--- src/inc/pbd_pkg.sv ---
// Shared constants for the processor bus data tenure bridge and its far end.
`default_nettype none
package pbd_pkg;
  localparam int DATA_W = 64;
  localparam int HALF_W = 32;
  localparam int LANE_W = 8;
  localparam int LANES = 8;
  localparam int SIZE_W = 3;
  localparam int TYPE_W = 5;
  localparam int ADDR_W = 32;
  localparam int BEATS_W = 2;
  // Index of the last beat in a burst transfer.
  localparam logic [BEATS_W-1:0] BURST_LAST = 2'h3;
  // Transfer type codes used by this block.
  localparam logic [TYPE_W-1:0] TT_READ = 5'h0A;
  localparam logic [TYPE_W-1:0] TT_WRITE = 5'h02;
  localparam logic [TYPE_W-1:0] TT_GFX_READ = 5'h16;
  localparam logic [TYPE_W-1:0] TT_GFX_WRITE = 5'h06;
  localparam logic [TYPE_W-1:0] TT_SNOOP = 5'h08;
  localparam logic [SIZE_W-1:0] SIZE_DWORD = 3'h0;
  localparam int FIFO_DEPTH = 16;
  localparam logic [LANE_W-1:0] RESET_BYTE = 8'h00;
endpackage : pbd_pkg
`default_nettype wire

--- src/inc/pbd_bus_if.sv ---
// Processor bus wires shared by the bridge and the bus master end; active-low pins carry _n.
`timescale 1ns/1ps
`default_nettype none
interface pbd_bus_if;
  logic transfer_begin_n_m;
  logic transfer_begin_n_b;
  logic transfer_begin_oe_b;
  logic extended_addr_begin_n;
  logic [pbd_pkg::ADDR_W-1:0] addr_m;
  logic [pbd_pkg::ADDR_W-1:0] addr_b;
  logic burst_indicator_n_m;
  logic burst_indicator_n_b;
  logic [pbd_pkg::SIZE_W-1:0] transfer_size_field_m;
  logic [pbd_pkg::SIZE_W-1:0] transfer_size_field_b;
  logic [pbd_pkg::TYPE_W-1:0] transfer_type_field_m;
  logic [pbd_pkg::TYPE_W-1:0] transfer_type_field_b;
  logic coherent_access_flag_n_m;
  logic coherent_access_flag_n_b;
  logic write_through_flag_n_m;
  logic write_through_flag_n_b;
  logic cache_inhibit_flag_n_m;
  logic cache_inhibit_flag_n_b;
  logic [pbd_pkg::HALF_W-1:0] data_high_half_m;
  logic [pbd_pkg::HALF_W-1:0] data_low_half_m;
  logic data_oe_m;
  logic [pbd_pkg::HALF_W-1:0] data_high_half_b;
  logic [pbd_pkg::HALF_W-1:0] data_low_half_b;
  logic data_oe_b;
  logic transfer_ack_n_b;
  logic transfer_ack_n_ext;
  logic local_slave_claim_n;
  logic transfer_error_ack_n;
  logic machine_check_out_n;
  modport bridge (
    input transfer_begin_n_m, extended_addr_begin_n, addr_m, burst_indicator_n_m,
    input transfer_size_field_m, transfer_type_field_m, coherent_access_flag_n_m,
    input write_through_flag_n_m, cache_inhibit_flag_n_m, data_high_half_m, data_low_half_m,
    input data_oe_m, transfer_ack_n_ext, local_slave_claim_n,
    output transfer_begin_n_b, transfer_begin_oe_b, addr_b, burst_indicator_n_b,
    output transfer_size_field_b, transfer_type_field_b, coherent_access_flag_n_b,
    output write_through_flag_n_b, cache_inhibit_flag_n_b, data_high_half_b, data_low_half_b,
    output data_oe_b, transfer_ack_n_b, transfer_error_ack_n, machine_check_out_n
  );
  modport master (
    output transfer_begin_n_m, extended_addr_begin_n, addr_m, burst_indicator_n_m,
    output transfer_size_field_m, transfer_type_field_m, coherent_access_flag_n_m,
    output write_through_flag_n_m, cache_inhibit_flag_n_m, data_high_half_m, data_low_half_m,
    output data_oe_m, transfer_ack_n_ext, local_slave_claim_n,
    input transfer_begin_n_b, transfer_begin_oe_b, addr_b, burst_indicator_n_b,
    input transfer_size_field_b, transfer_type_field_b, coherent_access_flag_n_b,
    input write_through_flag_n_b, cache_inhibit_flag_n_b, data_high_half_b, data_low_half_b,
    input data_oe_b, transfer_ack_n_b, transfer_error_ack_n, machine_check_out_n
  );
endinterface : pbd_bus_if
`default_nettype wire

--- src/hw/pbd_bridge.sv ---
// Bridge end of the processor bus data tenure: decode, acknowledge, error and snoop broadcast.
`timescale 1ns/1ps
`default_nettype none
// How it works
// - Data bus: high half lanes 0-3, low 4-7.
// - Bridge drives data only when it sources.
// - Bridge acknowledges latched or valid data per beat.
// - External acknowledge ends beat, last ends tenure.
// - Claimed cycles: bridge never acknowledges itself.
// - Catastrophic error raises machine check output.
// - Bus errors and, when enabled, unsupported types raise error acknowledge.
// - Extended start draws error acknowledge when enabled.
// - Bridge starts transactions only for snoop broadcast.
// - Master asserts start with valid attributes.
// - Burst indicator driven by starter during burst.
// - Three-bit size ignored in, driven out.
// - Five-bit type decoded in, driven out.
// - Coherent, write-through, inhibit attributes travel both ways.
// - Active-low pins assert low.
module pbd_bridge #(
  parameter int DEPTH = pbd_pkg::FIFO_DEPTH
) (
  input wire logic i_clk,
  input wire logic i_rst,
  pbd_bus_if.bridge bus,
  input wire logic i_err_enable,
  input wire logic i_fatal_error,
  input wire logic i_bus_error,
  input wire logic i_snoop_valid,
  output logic o_snoop_ready,
  input wire logic [pbd_pkg::ADDR_W-1:0] i_snoop_addr,
  output logic o_wr_valid,
  input wire logic i_wr_ready,
  output logic [pbd_pkg::DATA_W-1:0] o_wr_data,
  input wire logic [pbd_pkg::DATA_W-1:0] i_rd_data,
  output logic o_busy,
  output logic o_error_seen
);
  // One-hot states; the error state lasts one cycle and only carries the error pulse decision.
  // A stalled write beat simply stays in the data state until the buffer has room.
  typedef enum logic [3:0] {
    ST_IDLE = 4'b0001,
    ST_DATA = 4'b0010,
    ST_ERR = 4'b0100,
    ST_SNOOP = 4'b1000
  } pbd_state_e;

  // Tenure bookkeeping: the beat count steps per beat; burst flag, direction and claim are fixed at the start.
  pbd_state_e state;
  logic [pbd_pkg::BEATS_W-1:0] beat;
  logic burst;
  logic is_write;
  logic claimed;
  logic start_m;
  logic unsupported;
  logic beat_done;
  logic last_beat;
  logic own_ack;
  logic fifo_ready;
  logic fifo_push;
  logic [pbd_pkg::DATA_W-1:0] bus_data;

  // Pins are active low, so assertion is a low level.
  assign start_m = !bus.transfer_begin_n_m;
  // Lane 0 is the top byte of the high half, lane 7 the bottom byte of the low half.
  assign bus_data = {bus.data_high_half_m, bus.data_low_half_m};
  // Graphics read and write types count as unsupported; with errors off they still run as ordinary tenures.
  assign unsupported = (bus.transfer_type_field_m == pbd_pkg::TT_GFX_READ) ||
                       (bus.transfer_type_field_m == pbd_pkg::TT_GFX_WRITE);
  // A write beat is only acknowledged once the FIFO accepts it, so back-pressure stalls the beat.
  assign own_ack = (state == ST_DATA) && !claimed && (!is_write || fifo_ready);
  assign beat_done = own_ack || ((state == ST_DATA) && !bus.transfer_ack_n_ext);
  // A burst runs the full four beats unless a bus error ends it; a single beat ends at once.
  assign last_beat = !burst || (beat == pbd_pkg::BURST_LAST);
  // A beat that meets a bus error is not stored, since the master will not count it as done.
  assign fifo_push = (state == ST_DATA) && is_write && beat_done && !i_bus_error;
  // A snoop broadcast is only offered on an idle bus with no master start in the same cycle.
  assign o_snoop_ready = (state == ST_IDLE) && !start_m && (bus.extended_addr_begin_n);
  assign o_busy = (state != ST_IDLE);

  // Tenure sequencing: master starts take priority over a pending snoop broadcast.
  always_ff @(posedge i_clk or posedge i_rst) begin
    if (i_rst) begin
      state <= ST_IDLE;
      beat <= '0;
      burst <= 1'b0;
      is_write <= 1'b0;
      claimed <= 1'b0;
    end else begin
      unique case (state)
        ST_IDLE: begin
          beat <= '0;
          if (!bus.extended_addr_begin_n) begin
            state <= i_err_enable ? ST_ERR : ST_DATA;
            burst <= 1'b0;
            // With errors off the access runs as an ordinary tenure, so its direction still matters.
            is_write <= (bus.transfer_type_field_m == pbd_pkg::TT_WRITE) ||
                        (bus.transfer_type_field_m == pbd_pkg::TT_GFX_WRITE);
            claimed <= 1'b0;
          end else if (start_m) begin
            state <= (unsupported && i_err_enable) ? ST_ERR : ST_DATA;
            burst <= !bus.burst_indicator_n_m;
            is_write <= (bus.transfer_type_field_m == pbd_pkg::TT_WRITE) ||
                        (bus.transfer_type_field_m == pbd_pkg::TT_GFX_WRITE);
            claimed <= !bus.local_slave_claim_n;
          end else if (i_snoop_valid) begin
            state <= ST_SNOOP;
          end
        end
        ST_DATA: begin
          if (i_bus_error) begin
            // The error pulse is already decided in this cycle; a pass through the error state would
            // repeat it, so the tenure ends here.
            state <= ST_IDLE;
          end else if (beat_done) begin
            beat <= beat + 1'b1;
            if (last_beat) begin
              state <= ST_IDLE;
            end
          end
        end
        ST_ERR: begin
          // The pin process registers the error acknowledge in this cycle; it shows on the pin one cycle later.
          state <= ST_IDLE;
        end
        ST_SNOOP: begin
          // The start pulse is already registered; one cycle keeps it a single pulse.
          state <= ST_IDLE;
        end
      endcase
    end
  end

  // Pin drive: acknowledge, error and data come from flip-flops one cycle after decision.
  always_ff @(posedge i_clk or posedge i_rst) begin
    if (i_rst) begin
      bus.transfer_ack_n_b <= 1'b1;
      bus.transfer_error_ack_n <= 1'b1;
      bus.data_oe_b <= 1'b0;
      bus.data_high_half_b <= '0;
      bus.data_low_half_b <= '0;
    end else begin
      bus.transfer_ack_n_b <= !(own_ack && !i_bus_error);
      bus.transfer_error_ack_n <= !((state == ST_ERR) && i_err_enable) &&
                                  !((state == ST_DATA) && i_bus_error);
      // Drive the data lanes only for own read beats that are acknowledged; a beat lost to a bus
      // error leaves the lanes to whoever else may be driving them.
      bus.data_oe_b <= own_ack && !is_write && !i_bus_error;
      // Read data is sampled every cycle, so the memory side must hold it steady through the tenure.
      bus.data_high_half_b <= i_rd_data[pbd_pkg::DATA_W-1:pbd_pkg::HALF_W];
      bus.data_low_half_b <= i_rd_data[pbd_pkg::HALF_W-1:0];
    end
  end

  // Snoop broadcast: a one-cycle start with address and attributes valid.
  always_ff @(posedge i_clk or posedge i_rst) begin
    if (i_rst) begin
      bus.transfer_begin_n_b <= 1'b1;
      bus.transfer_begin_oe_b <= 1'b0;
      bus.addr_b <= '0;
      bus.burst_indicator_n_b <= 1'b1;
      bus.transfer_size_field_b <= '0;
      bus.transfer_type_field_b <= '0;
      bus.coherent_access_flag_n_b <= 1'b1;
      bus.write_through_flag_n_b <= 1'b1;
      bus.cache_inhibit_flag_n_b <= 1'b1;
    end else begin
      bus.transfer_begin_n_b <= !(o_snoop_ready && i_snoop_valid);
      bus.transfer_begin_oe_b <= o_snoop_ready && i_snoop_valid;
      if (o_snoop_ready && i_snoop_valid) begin
        bus.addr_b <= i_snoop_addr;
        bus.burst_indicator_n_b <= 1'b1;
        bus.transfer_size_field_b <= pbd_pkg::SIZE_DWORD;
        bus.transfer_type_field_b <= pbd_pkg::TT_SNOOP;
        bus.coherent_access_flag_n_b <= 1'b0;
        bus.write_through_flag_n_b <= 1'b1;
        bus.cache_inhibit_flag_n_b <= 1'b1;
      end
    end
  end

  // Machine check is sticky until reset, since the processor cannot recover anyway.
  always_ff @(posedge i_clk or posedge i_rst) begin
    if (i_rst) begin
      bus.machine_check_out_n <= 1'b1;
      o_error_seen <= 1'b0;
    end else begin
      if (i_fatal_error) begin
        bus.machine_check_out_n <= 1'b0;
      end
      // The error flag is a plain status level and, like the machine check, clears only on reset.
      if (state == ST_ERR || i_bus_error) begin
        o_error_seen <= 1'b1;
      end
    end
  end

  // Write data from the bus is sampled into the FIFO toward memory.
  pbd_fifo #(.WIDTH(pbd_pkg::DATA_W), .DEPTH(DEPTH)) u_wr_fifo (
    .i_clk(i_clk),
    .i_rst(i_rst),
    .i_in_valid(fifo_push),
    .o_in_ready(fifo_ready),
    .i_in_data(bus_data),
    .o_out_valid(o_wr_valid),
    .i_out_ready(i_wr_ready),
    .o_out_data(o_wr_data)
  );
endmodule : pbd_bridge
`default_nettype wire

--- src/hw/pbd_fifo.sv ---
// Parameterised FIFO with valid and ready on both sides.
`timescale 1ns/1ps
`default_nettype none
module pbd_fifo #(
  parameter int WIDTH = 64,
  parameter int DEPTH = 16
) (
  input wire logic i_clk,
  input wire logic i_rst,
  input wire logic i_in_valid,
  output logic o_in_ready,
  input wire logic [WIDTH-1:0] i_in_data,
  output logic o_out_valid,
  input wire logic i_out_ready,
  output logic [WIDTH-1:0] o_out_data
);
  localparam int AW = $clog2(DEPTH);
  logic [WIDTH-1:0] mem [DEPTH];
  logic [AW-1:0] wr_ptr;
  logic [AW-1:0] rd_ptr;
  logic [AW:0] count;
  logic push;
  logic pop;

  // Full and empty follow the count so that back-pressure is honest.
  assign o_in_ready = (count != (AW+1)'(DEPTH));
  assign o_out_valid = (count != '0);
  assign push = i_in_valid && o_in_ready;
  assign pop = o_out_valid && i_out_ready;
  assign o_out_data = mem[rd_ptr];

  // Storage is written without reset; only valid entries are ever read out.
  always_ff @(posedge i_clk) begin
    if (push) begin
      mem[wr_ptr] <= i_in_data;
    end
  end

  // Pointers wrap at the depth, which must be a power of two.
  always_ff @(posedge i_clk or posedge i_rst) begin
    if (i_rst) begin
      wr_ptr <= '0;
      rd_ptr <= '0;
      count <= '0;
    end else begin
      if (push) begin
        wr_ptr <= wr_ptr + 1'b1;
      end
      if (pop) begin
        rd_ptr <= rd_ptr + 1'b1;
      end
      count <= count + (AW+1)'(push) - (AW+1)'(pop);
    end
  end
endmodule : pbd_fifo
`default_nettype wire

--- src/flat_wrapper.sv ---
// flat-port wrapper written by rule: the top's interface ports become plain ports
module pbd_bridge_flat 
#(
  parameter int DEPTH = pbd_pkg::FIFO_DEPTH
)
  (i_clk, i_rst, i_err_enable, i_fatal_error, i_bus_error, i_snoop_valid, o_snoop_ready, i_snoop_addr, o_wr_valid, i_wr_ready, o_wr_data, i_rd_data, o_busy, o_error_seen, bus_transfer_begin_n_m, bus_extended_addr_begin_n, bus_addr_m, bus_burst_indicator_n_m, bus_transfer_size_field_m, bus_transfer_type_field_m, bus_coherent_access_flag_n_m, bus_write_through_flag_n_m, bus_cache_inhibit_flag_n_m, bus_data_high_half_m, bus_data_low_half_m, bus_data_oe_m, bus_transfer_ack_n_ext, bus_local_slave_claim_n, bus_transfer_begin_n_b, bus_transfer_begin_oe_b, bus_addr_b, bus_burst_indicator_n_b, bus_transfer_size_field_b, bus_transfer_type_field_b, bus_coherent_access_flag_n_b, bus_write_through_flag_n_b, bus_cache_inhibit_flag_n_b, bus_data_high_half_b, bus_data_low_half_b, bus_data_oe_b, bus_transfer_ack_n_b, bus_transfer_error_ack_n, bus_machine_check_out_n);
  pbd_bus_if bus_i ();
  input wire logic i_clk;
  input wire logic i_rst;
  input wire logic i_err_enable;
  input wire logic i_fatal_error;
  input wire logic i_bus_error;
  input wire logic i_snoop_valid;
  output logic o_snoop_ready;
  input wire logic [pbd_pkg::ADDR_W-1:0] i_snoop_addr;
  output logic o_wr_valid;
  input wire logic i_wr_ready;
  output logic [pbd_pkg::DATA_W-1:0] o_wr_data;
  input wire logic [pbd_pkg::DATA_W-1:0] i_rd_data;
  output logic o_busy;
  output logic o_error_seen;
  input wire logic [$bits(bus_i.transfer_begin_n_m)-1:0] bus_transfer_begin_n_m;
  input wire logic [$bits(bus_i.extended_addr_begin_n)-1:0] bus_extended_addr_begin_n;
  input wire logic [$bits(bus_i.addr_m)-1:0] bus_addr_m;
  input wire logic [$bits(bus_i.burst_indicator_n_m)-1:0] bus_burst_indicator_n_m;
  input wire logic [$bits(bus_i.transfer_size_field_m)-1:0] bus_transfer_size_field_m;
  input wire logic [$bits(bus_i.transfer_type_field_m)-1:0] bus_transfer_type_field_m;
  input wire logic [$bits(bus_i.coherent_access_flag_n_m)-1:0] bus_coherent_access_flag_n_m;
  input wire logic [$bits(bus_i.write_through_flag_n_m)-1:0] bus_write_through_flag_n_m;
  input wire logic [$bits(bus_i.cache_inhibit_flag_n_m)-1:0] bus_cache_inhibit_flag_n_m;
  input wire logic [$bits(bus_i.data_high_half_m)-1:0] bus_data_high_half_m;
  input wire logic [$bits(bus_i.data_low_half_m)-1:0] bus_data_low_half_m;
  input wire logic [$bits(bus_i.data_oe_m)-1:0] bus_data_oe_m;
  input wire logic [$bits(bus_i.transfer_ack_n_ext)-1:0] bus_transfer_ack_n_ext;
  input wire logic [$bits(bus_i.local_slave_claim_n)-1:0] bus_local_slave_claim_n;
  output wire logic [$bits(bus_i.transfer_begin_n_b)-1:0] bus_transfer_begin_n_b;
  output wire logic [$bits(bus_i.transfer_begin_oe_b)-1:0] bus_transfer_begin_oe_b;
  output wire logic [$bits(bus_i.addr_b)-1:0] bus_addr_b;
  output wire logic [$bits(bus_i.burst_indicator_n_b)-1:0] bus_burst_indicator_n_b;
  output wire logic [$bits(bus_i.transfer_size_field_b)-1:0] bus_transfer_size_field_b;
  output wire logic [$bits(bus_i.transfer_type_field_b)-1:0] bus_transfer_type_field_b;
  output wire logic [$bits(bus_i.coherent_access_flag_n_b)-1:0] bus_coherent_access_flag_n_b;
  output wire logic [$bits(bus_i.write_through_flag_n_b)-1:0] bus_write_through_flag_n_b;
  output wire logic [$bits(bus_i.cache_inhibit_flag_n_b)-1:0] bus_cache_inhibit_flag_n_b;
  output wire logic [$bits(bus_i.data_high_half_b)-1:0] bus_data_high_half_b;
  output wire logic [$bits(bus_i.data_low_half_b)-1:0] bus_data_low_half_b;
  output wire logic [$bits(bus_i.data_oe_b)-1:0] bus_data_oe_b;
  output wire logic [$bits(bus_i.transfer_ack_n_b)-1:0] bus_transfer_ack_n_b;
  output wire logic [$bits(bus_i.transfer_error_ack_n)-1:0] bus_transfer_error_ack_n;
  output wire logic [$bits(bus_i.machine_check_out_n)-1:0] bus_machine_check_out_n;
  assign bus_i.transfer_begin_n_m = bus_transfer_begin_n_m;
  assign bus_i.extended_addr_begin_n = bus_extended_addr_begin_n;
  assign bus_i.addr_m = bus_addr_m;
  assign bus_i.burst_indicator_n_m = bus_burst_indicator_n_m;
  assign bus_i.transfer_size_field_m = bus_transfer_size_field_m;
  assign bus_i.transfer_type_field_m = bus_transfer_type_field_m;
  assign bus_i.coherent_access_flag_n_m = bus_coherent_access_flag_n_m;
  assign bus_i.write_through_flag_n_m = bus_write_through_flag_n_m;
  assign bus_i.cache_inhibit_flag_n_m = bus_cache_inhibit_flag_n_m;
  assign bus_i.data_high_half_m = bus_data_high_half_m;
  assign bus_i.data_low_half_m = bus_data_low_half_m;
  assign bus_i.data_oe_m = bus_data_oe_m;
  assign bus_i.transfer_ack_n_ext = bus_transfer_ack_n_ext;
  assign bus_i.local_slave_claim_n = bus_local_slave_claim_n;
  assign bus_transfer_begin_n_b = bus_i.transfer_begin_n_b;
  assign bus_transfer_begin_oe_b = bus_i.transfer_begin_oe_b;
  assign bus_addr_b = bus_i.addr_b;
  assign bus_burst_indicator_n_b = bus_i.burst_indicator_n_b;
  assign bus_transfer_size_field_b = bus_i.transfer_size_field_b;
  assign bus_transfer_type_field_b = bus_i.transfer_type_field_b;
  assign bus_coherent_access_flag_n_b = bus_i.coherent_access_flag_n_b;
  assign bus_write_through_flag_n_b = bus_i.write_through_flag_n_b;
  assign bus_cache_inhibit_flag_n_b = bus_i.cache_inhibit_flag_n_b;
  assign bus_data_high_half_b = bus_i.data_high_half_b;
  assign bus_data_low_half_b = bus_i.data_low_half_b;
  assign bus_data_oe_b = bus_i.data_oe_b;
  assign bus_transfer_ack_n_b = bus_i.transfer_ack_n_b;
  assign bus_transfer_error_ack_n = bus_i.transfer_error_ack_n;
  assign bus_machine_check_out_n = bus_i.machine_check_out_n;
  pbd_bridge #(.DEPTH(DEPTH)) u_core (.i_clk(i_clk), .i_rst(i_rst), .bus(bus_i), .i_err_enable(i_err_enable), .i_fatal_error(i_fatal_error), .i_bus_error(i_bus_error), .i_snoop_valid(i_snoop_valid), .o_snoop_ready(o_snoop_ready), .i_snoop_addr(i_snoop_addr), .o_wr_valid(o_wr_valid), .i_wr_ready(i_wr_ready), .o_wr_data(o_wr_data), .i_rd_data(i_rd_data), .o_busy(o_busy), .o_error_seen(o_error_seen));
endmodule
--- config.mk ---
export PLATFORM = sky130hd
export DESIGN_NAME = pbd_bridge_flat
export DESIGN_NICKNAME = d
export VERILOG_FILES = /design/src/inc/pbd_pkg.sv /design/src/inc/pbd_bus_if.sv /design/src/hw/pbd_bridge.sv /design/src/hw/pbd_fifo.sv /design/src/flat_wrapper.sv
export SDC_FILE = /design/constraint.sdc
export NUM_CORES = 1
export LEC_CHECK = 0
export BUFFER_PORTS_ARGS = -buffer_cell sky130_fd_sc_hd__buf_2
export CORE_MARGIN = 1.5
export CORE_UTILIZATION = 38
export DETAILED_ROUTE_END_ITERATION = 8
export MAX_ROUTING_LAYER = met4
export SLEW_MARGIN = 0
export SYNTH_ARGS = -nofsm -noshare
export SYNTH_HDL_FRONTEND = slang
export SYNTH_SLANG_ARGS = --single-unit
--- constraint.sdc ---
create_clock -name i_clk -period 25.8 [get_ports i_clk]
set_clock_uncertainty 0.2 [all_clocks]
set_input_delay 1.29 -clock i_clk [delete_from_list [all_inputs] [get_ports i_clk]]
set_output_delay 1.29 -clock i_clk [all_outputs]
set_load 0.05 [all_outputs]
---- Word-level counts from Yosys, hierarchy flattened ----
Memory sizes are Yosys's and may differ from the RTL's.
Cells that the tools add are included.
storage, ports and cells
  memories ................................ 1
  bits in registers ....................... 127
  bits of input ports ..................... 216
  memory bits (writable) .................. 1024
  word-level logic and storage cells ...... 103
  output and inout bits ................... 182
memory list
  name                  words  width  read ports  clocked after Yosys merged registers in  wr ports  RTL line        source
  u_core.u_wr_fifo.mem  16     64     1           0                                        1         pbd_fifo.sv:18  logic [WIDTH-1:0] mem [DEPTH];
operators by class
  equal/unequal tests ..................... 16
  $add $sub $neg .......................... 5
  reductions and logical operators ........ 41
  multiplexer cells ....................... 20
operators with widths
  cell                                                                      number
  4-bit 2-to-1 mux                                                          6
  1-bit logical AND                                                         18
  4-bit one-hot mux with 3 select lines                                     1
  1-bit logical NOT                                                         11
  4-bit by 1-bit adder with 4-bit output (second input constant)            2
  1-bit 2-to-1 mux                                                          8
  1-bit logical OR                                                          6
  3-bit 2-to-1 mux                                                          2
  3-bit by 2-bit inequality test with 1-bit output (second input constant)  2
  3-bit AND reduction                                                       2
  5-bit by 1-bit adder with 5-bit output                                    1
  5-bit by 2-bit == test with 1-bit output (second input constant)          1
  5-bit by 3-bit == test with 1-bit output (second input constant)          1
  5-bit == test (second input constant)                                     1
  5-bit inequality test (second input constant)                             1
  5-bit nonzero test                                                        1
  5-bit by 1-bit subtractor with 5-bit output                               1
  4-bit by 1-bit == test with 1-bit output (second input constant)          1
  4-bit by 2-bit == test with 1-bit output (second input constant)          1
  4-bit by 3-bit == test with 1-bit output (second input constant)          1
  4-bit == test (second input constant)                                     1
  2-bit 2-to-1 mux                                                          2
  2-bit inequality test (second input constant)                             2
  4-bit by 1-bit inequality test with 1-bit output (second input constant)  1
  other kinds (8)                                                           8

---- Depth between registers and ports, before layout ----
  depth after elaboration ................. 9
  depth in mapped cells ................... 13
  depth with buffers taken out ............ 13

---- Modules after synthesis ----
Synthesis repeated with hierarchy kept, for this count alone.
second synthesis, totals
  cells, all modules ...................... 2146
  area total of the unflattened synthesis .. 43661.9 um^2
modules (own cells, without submodules)
  module      seq. area each (um^2)  area an instance (um^2)  cells each  times used
  pbd_fifo    31074.8                39855.7                  1924        1
  pbd_bridge  2860.2                 3806.2                   222         1

---- Least setup slack after synthesis ----
No wires, ideal clock.
  kind .................................... input to register
  start ................................... input bus_transfer_ack_n_ext
  end ..................................... memory u_core.u_wr_fifo.mem[3][0] (enable)
  buffers on the path ..................... 0
  slack ................................... 16.945 ns
  data required time ...................... 24.956 ns
  cell stages on the path ................. 4
  setup time .............................. 0.644 ns
  arrival time ............................ 8.011 ns
  cells stage by stage .................... a21bo_2 -> nor4_4 -> inv_2 -> nor4_1
on the way
  word-level cells in the longest chain between the ends .. 8
RTL lines
  element                                 RTL line            source
  from (decl)                             flat_wrapper.sv:34  input wire logic [$bits(bus_i.transfer_ack_n_ext)-1:0] bus_transfer_ack_n_ext;
  1-bit logical NOT                       pbd_bridge.sv:72    assign beat_done = own_ack || ((state == ST_DATA) && !bus.transfer_ack_n_ext);
  1-bit logical AND                       pbd_bridge.sv:72
  1-bit logical OR                        pbd_bridge.sv:72
  1-bit logical AND (2 in series)         pbd_bridge.sv:76    assign fifo_push = (state == ST_DATA) && is_write && beat_done && !i_bus_error;
  1-bit logical AND                       pbd_fifo.sv:28      assign push = i_in_valid && o_in_ready;
  1-bit 2-to-1 mux                        pbd_fifo.sv:34      if (push) begin
  1-bit 2-to-1 mux (not written as such)  pbd_fifo.sv:35      mem[wr_ptr] <= i_in_data;
  to (decl)                               pbd_fifo.sv:18
No other way between the ends.

---- Worst setup path after layout ----
  start ................................... register u_core.u_wr_fifo.rd_ptr[0]
  end ..................................... output o_wr_data[60] (netlist name)
on the way
  word-level cells in the longest chain between the ends .. 1
RTL lines
  element                  RTL line            source
  from (decl)              pbd_fifo.sv:20      logic [AW-1:0] rd_ptr;
  from (signal assigned)   pbd_fifo.sv:50      rd_ptr <= rd_ptr + 1'b1;
  memory read 16 x 64 bit  n/a
  to (decl)                flat_wrapper.sv:18  output logic [pbd_pkg::DATA_W-1:0] o_wr_data;
No other way between the ends.

==> metrics.cfg <==
[clocking]
cts_hold_buf=0
post_cts_buffers=0
cts_buffers=116
clk_pin_slew_ps=60
cts_tree=built
cts-root-buf=clkbuf_16
cts_max_path_buffers=3
htreeDepth=3
cts_resized=0
cts_sinks=1151
worstSkewPairLatency_ps=720

[timing]
finalHoldViolCount=0
finalSetupTns_ps=0
slew_headroom=0.270
setup_viol=0
worst_pin_slew_ps=1090
maxSlewViolCount=0
fin_crit_ps=6340
finalCritPeriodShare=0.246
fmax_ghz=0.158
rsz0062_at_grt=no

[drt]
drt.antenna.violating_nets=0
viasPerCell=5.23
routed_wl_mm=102
vias=20300
drt_iter0_markers=1577
route.detailed.drc=0
drtPass1Iterations=7
wl_per_cell_um=26.4

[synth]
synth_largest_area_cell=edfxtp_1
synth_most_common_cell=edfxtp_1
yosys-top-cells-count=edfxtp_1 (1024), mux4_2 (256), a22oi_1 (128)
netlist.area_leader.share=0.722
syn_area_um2=42600
ys_ff_latch=1151
ys_warn_count=0
ys_seq_area_frac=0.796
syn_inst=1865
synthFlopType=edfxtp_1
synthArstFlopShare=0.110
synth_edf_count=1024
ys_types=49
yosys-top-cells-area=edfxtp_1 (72%), mux4_2 (14%), dfrtp_1 (7.1%), a22oi_1 (2.3%), nand2_1 (0.63%)
avgSynthCellArea_um2=22.9

[worst_setup_path]
worstPathMaxFanout=118
critPathRequiredTime_ps=24310
arrival_ps=4850
crit_slowest_cell=dfrtp_4
crit_family=buffers and inverters
critical_path_buf_inv_count=3
max_stage_delay_ps=970
cp-end-kind=primary output
crit_path_start_kind=flop
worst-setup-path-type=reg -> out
crit_chain=buf_12 > buf_4 > mux4_2 > a22oi_1 > nand2_1 > buf_2

[floorplan]
io_pins=398
num_rows=122
dieArea_um2=114000
dieWidth_um=338
coreArea_um2=111000
initial_core_util=0.384
die_h_um=338

[power_and_ir_drop]
seqPwrFrac=0.387
irDropWorstVdd_mv=0.142
power.density_nw_per_um2=111
internal_power_mw=3.68
pwr-share-comb=0.302
swShare=0.337
p_clk_frac=0.311
p_switching_mw=1.87
p_leak_nw=16.9

[finish]
final_area_um2=50200
fin_nets=2502
drive_above_1_share=0.368
area.growth.synth_to_final_pct=17.8
fillers=9274

[grt]
grt_overflow=0
grt_pass1_vias=21900
grt_pass1_wl_mm=148
grt_usage=0.187
antenna_found_initial=25
grt_max_degree=169

[hold_path]
hp-class=reg -> reg

[placed_design]
dpl_cell_area_um2=46200
place.gp.congestion=0.948
hpwlAfterDp_mm=55.3
io_buffers=348

[outcome]
outcome=completed

[run]
cap_violations=0

-- through the flow --
step	power, mW	utilization	setup slack (ps)	cells	hold WS [ps]
floorplan	3.44	-	16940	1873	242
global placement	3.88	0.416	20060	3643	250
detailed placement	3.90	0.416	19960	3643	247
CTS	5.64	0.452	19180	3857	266
global route	5.79	0.452	18910	3879	304
finish	5.55	0.452	19460	3879	268
-- cells by family after synthesis --
group                    synth area share
flip-flops                          0.796
XOR/XNOR                          0.00206
multiplexers                        0.144
other                            0.000176
AO/OA/AOI/OAI                      0.0262
adder cells (fa/ha/maj)           0.00399
buffers and inverters              0.0122
AND/OR/NAND/NOR                    0.0149
-- final timing paths --
| check | start | end | slack, ps | cells past startpoint |
|---|---|---|---|---|
| worst min register to register | u_core.bus.transfer_type_field_b[3] | u_core.bus.transfer_type_field_b[3] | 270 | 1 |
| worst max register to register | u_core.state[2] | u_core.u_wr_fifo.mem[15][41] | 21470 | 5 |
| min in group asynchronous | i_rst | u_core.bus.data_high_half_b[5] | 480 | 2 |
| max in group asynchronous | i_rst | u_core.u_wr_fifo.rd_ptr[1] | 23400 | 3 |
| worst max-delay path | u_core.u_wr_fifo.rd_ptr[0] | o_wr_data[60] | 19460 | 6 |
| worst min-delay path | u_core.bus.transfer_type_field_b[3] | u_core.bus.transfer_type_field_b[3] | 270 | 1 |
-- power by group through the flow --
stage	Sequential (mW)	Clock [mW]	Combinational, mW
5_1_grt	2.16	1.84	1.79
3_3_place_gp	2.18	0	1.70
3_5_place_dp	2.19	0	1.71
4_1_cts	2.15	1.77	1.71
6_report	2.15	1.73	1.67
2_1_floorplan	2.26	0	1.18
-- placed cells by master, fill, tap and decap left out, types with 16 or more instances in the layout --
cell type,synthesis,final
bufinv_16,0,18
a22oi_1,128,128
edfxtp_1,1024,1024
clkbuf_1,57,24
mux4_2,256,256
buf_4,10,32
inv_1,17,16
dfrtp_1,121,119
clkbuf_16,0,117
clkinv_1,0,20
mux2_2,24,24
buf_2,29,348
nand2_1,72,72
diode_2,0,22
-- sequential cells by signal, summed over array words and instances, names as in the netlist --
name / cells
u_core.beat: 2
u_core.burst: 1
u_core.bus.addr_b: 32
u_core.bus.coherent_access_flag_n_b: 1
u_core.bus.data_high_half_b: 32
u_core.bus.data_low_half_b: 32
u_core.bus.data_oe_b: 1
u_core.bus.machine_check_out_n: 1
u_core.bus.transfer_ack_n_b: 1
u_core.bus.transfer_begin_n_b: 1
u_core.bus.transfer_begin_oe_b: 1
u_core.bus.transfer_error_ack_n: 1
u_core.bus.transfer_type_field_b: 1
u_core.claimed: 1
u_core.is_write: 1
u_core.o_error_seen: 1
u_core.state: 4
u_core.u_wr_fifo.count: 5
u_core.u_wr_fifo.mem: 1024
u_core.u_wr_fifo.rd_ptr: 4
u_core.u_wr_fifo.wr_ptr: 4
-- routing by layer --
layer | vias up | part of all wire | GRT usage
met5 | - | 0 | -
met4 | 0 | 0.023 | 0.0551
met3 | 152 | 0.084 | 0.0557
met2 | 736 | 0.50 | 0.307
met1 | 10700 | 0.39 | 0.224
li1 | 8640 | - | -
-- layout make-up --
cell class | count | area, um^2 | area share
diodes | 22 | 55.1 | 0.00110
clock inverters | 73 | 916 | 0.0182
well taps | 1488 | 1860 | 0.0371
flip-flops and latches | 1151 | 33900 | 0.676
inverters | 19 | 73.8 | 0.00147
repair buffers | 382 | 2020 | 0.0403
clock buffers | 141 | 3020 | 0.0601
multi-input cells | 603 | 8310 | 0.166
Note: power is estimated with default switching activity, not from simulation.
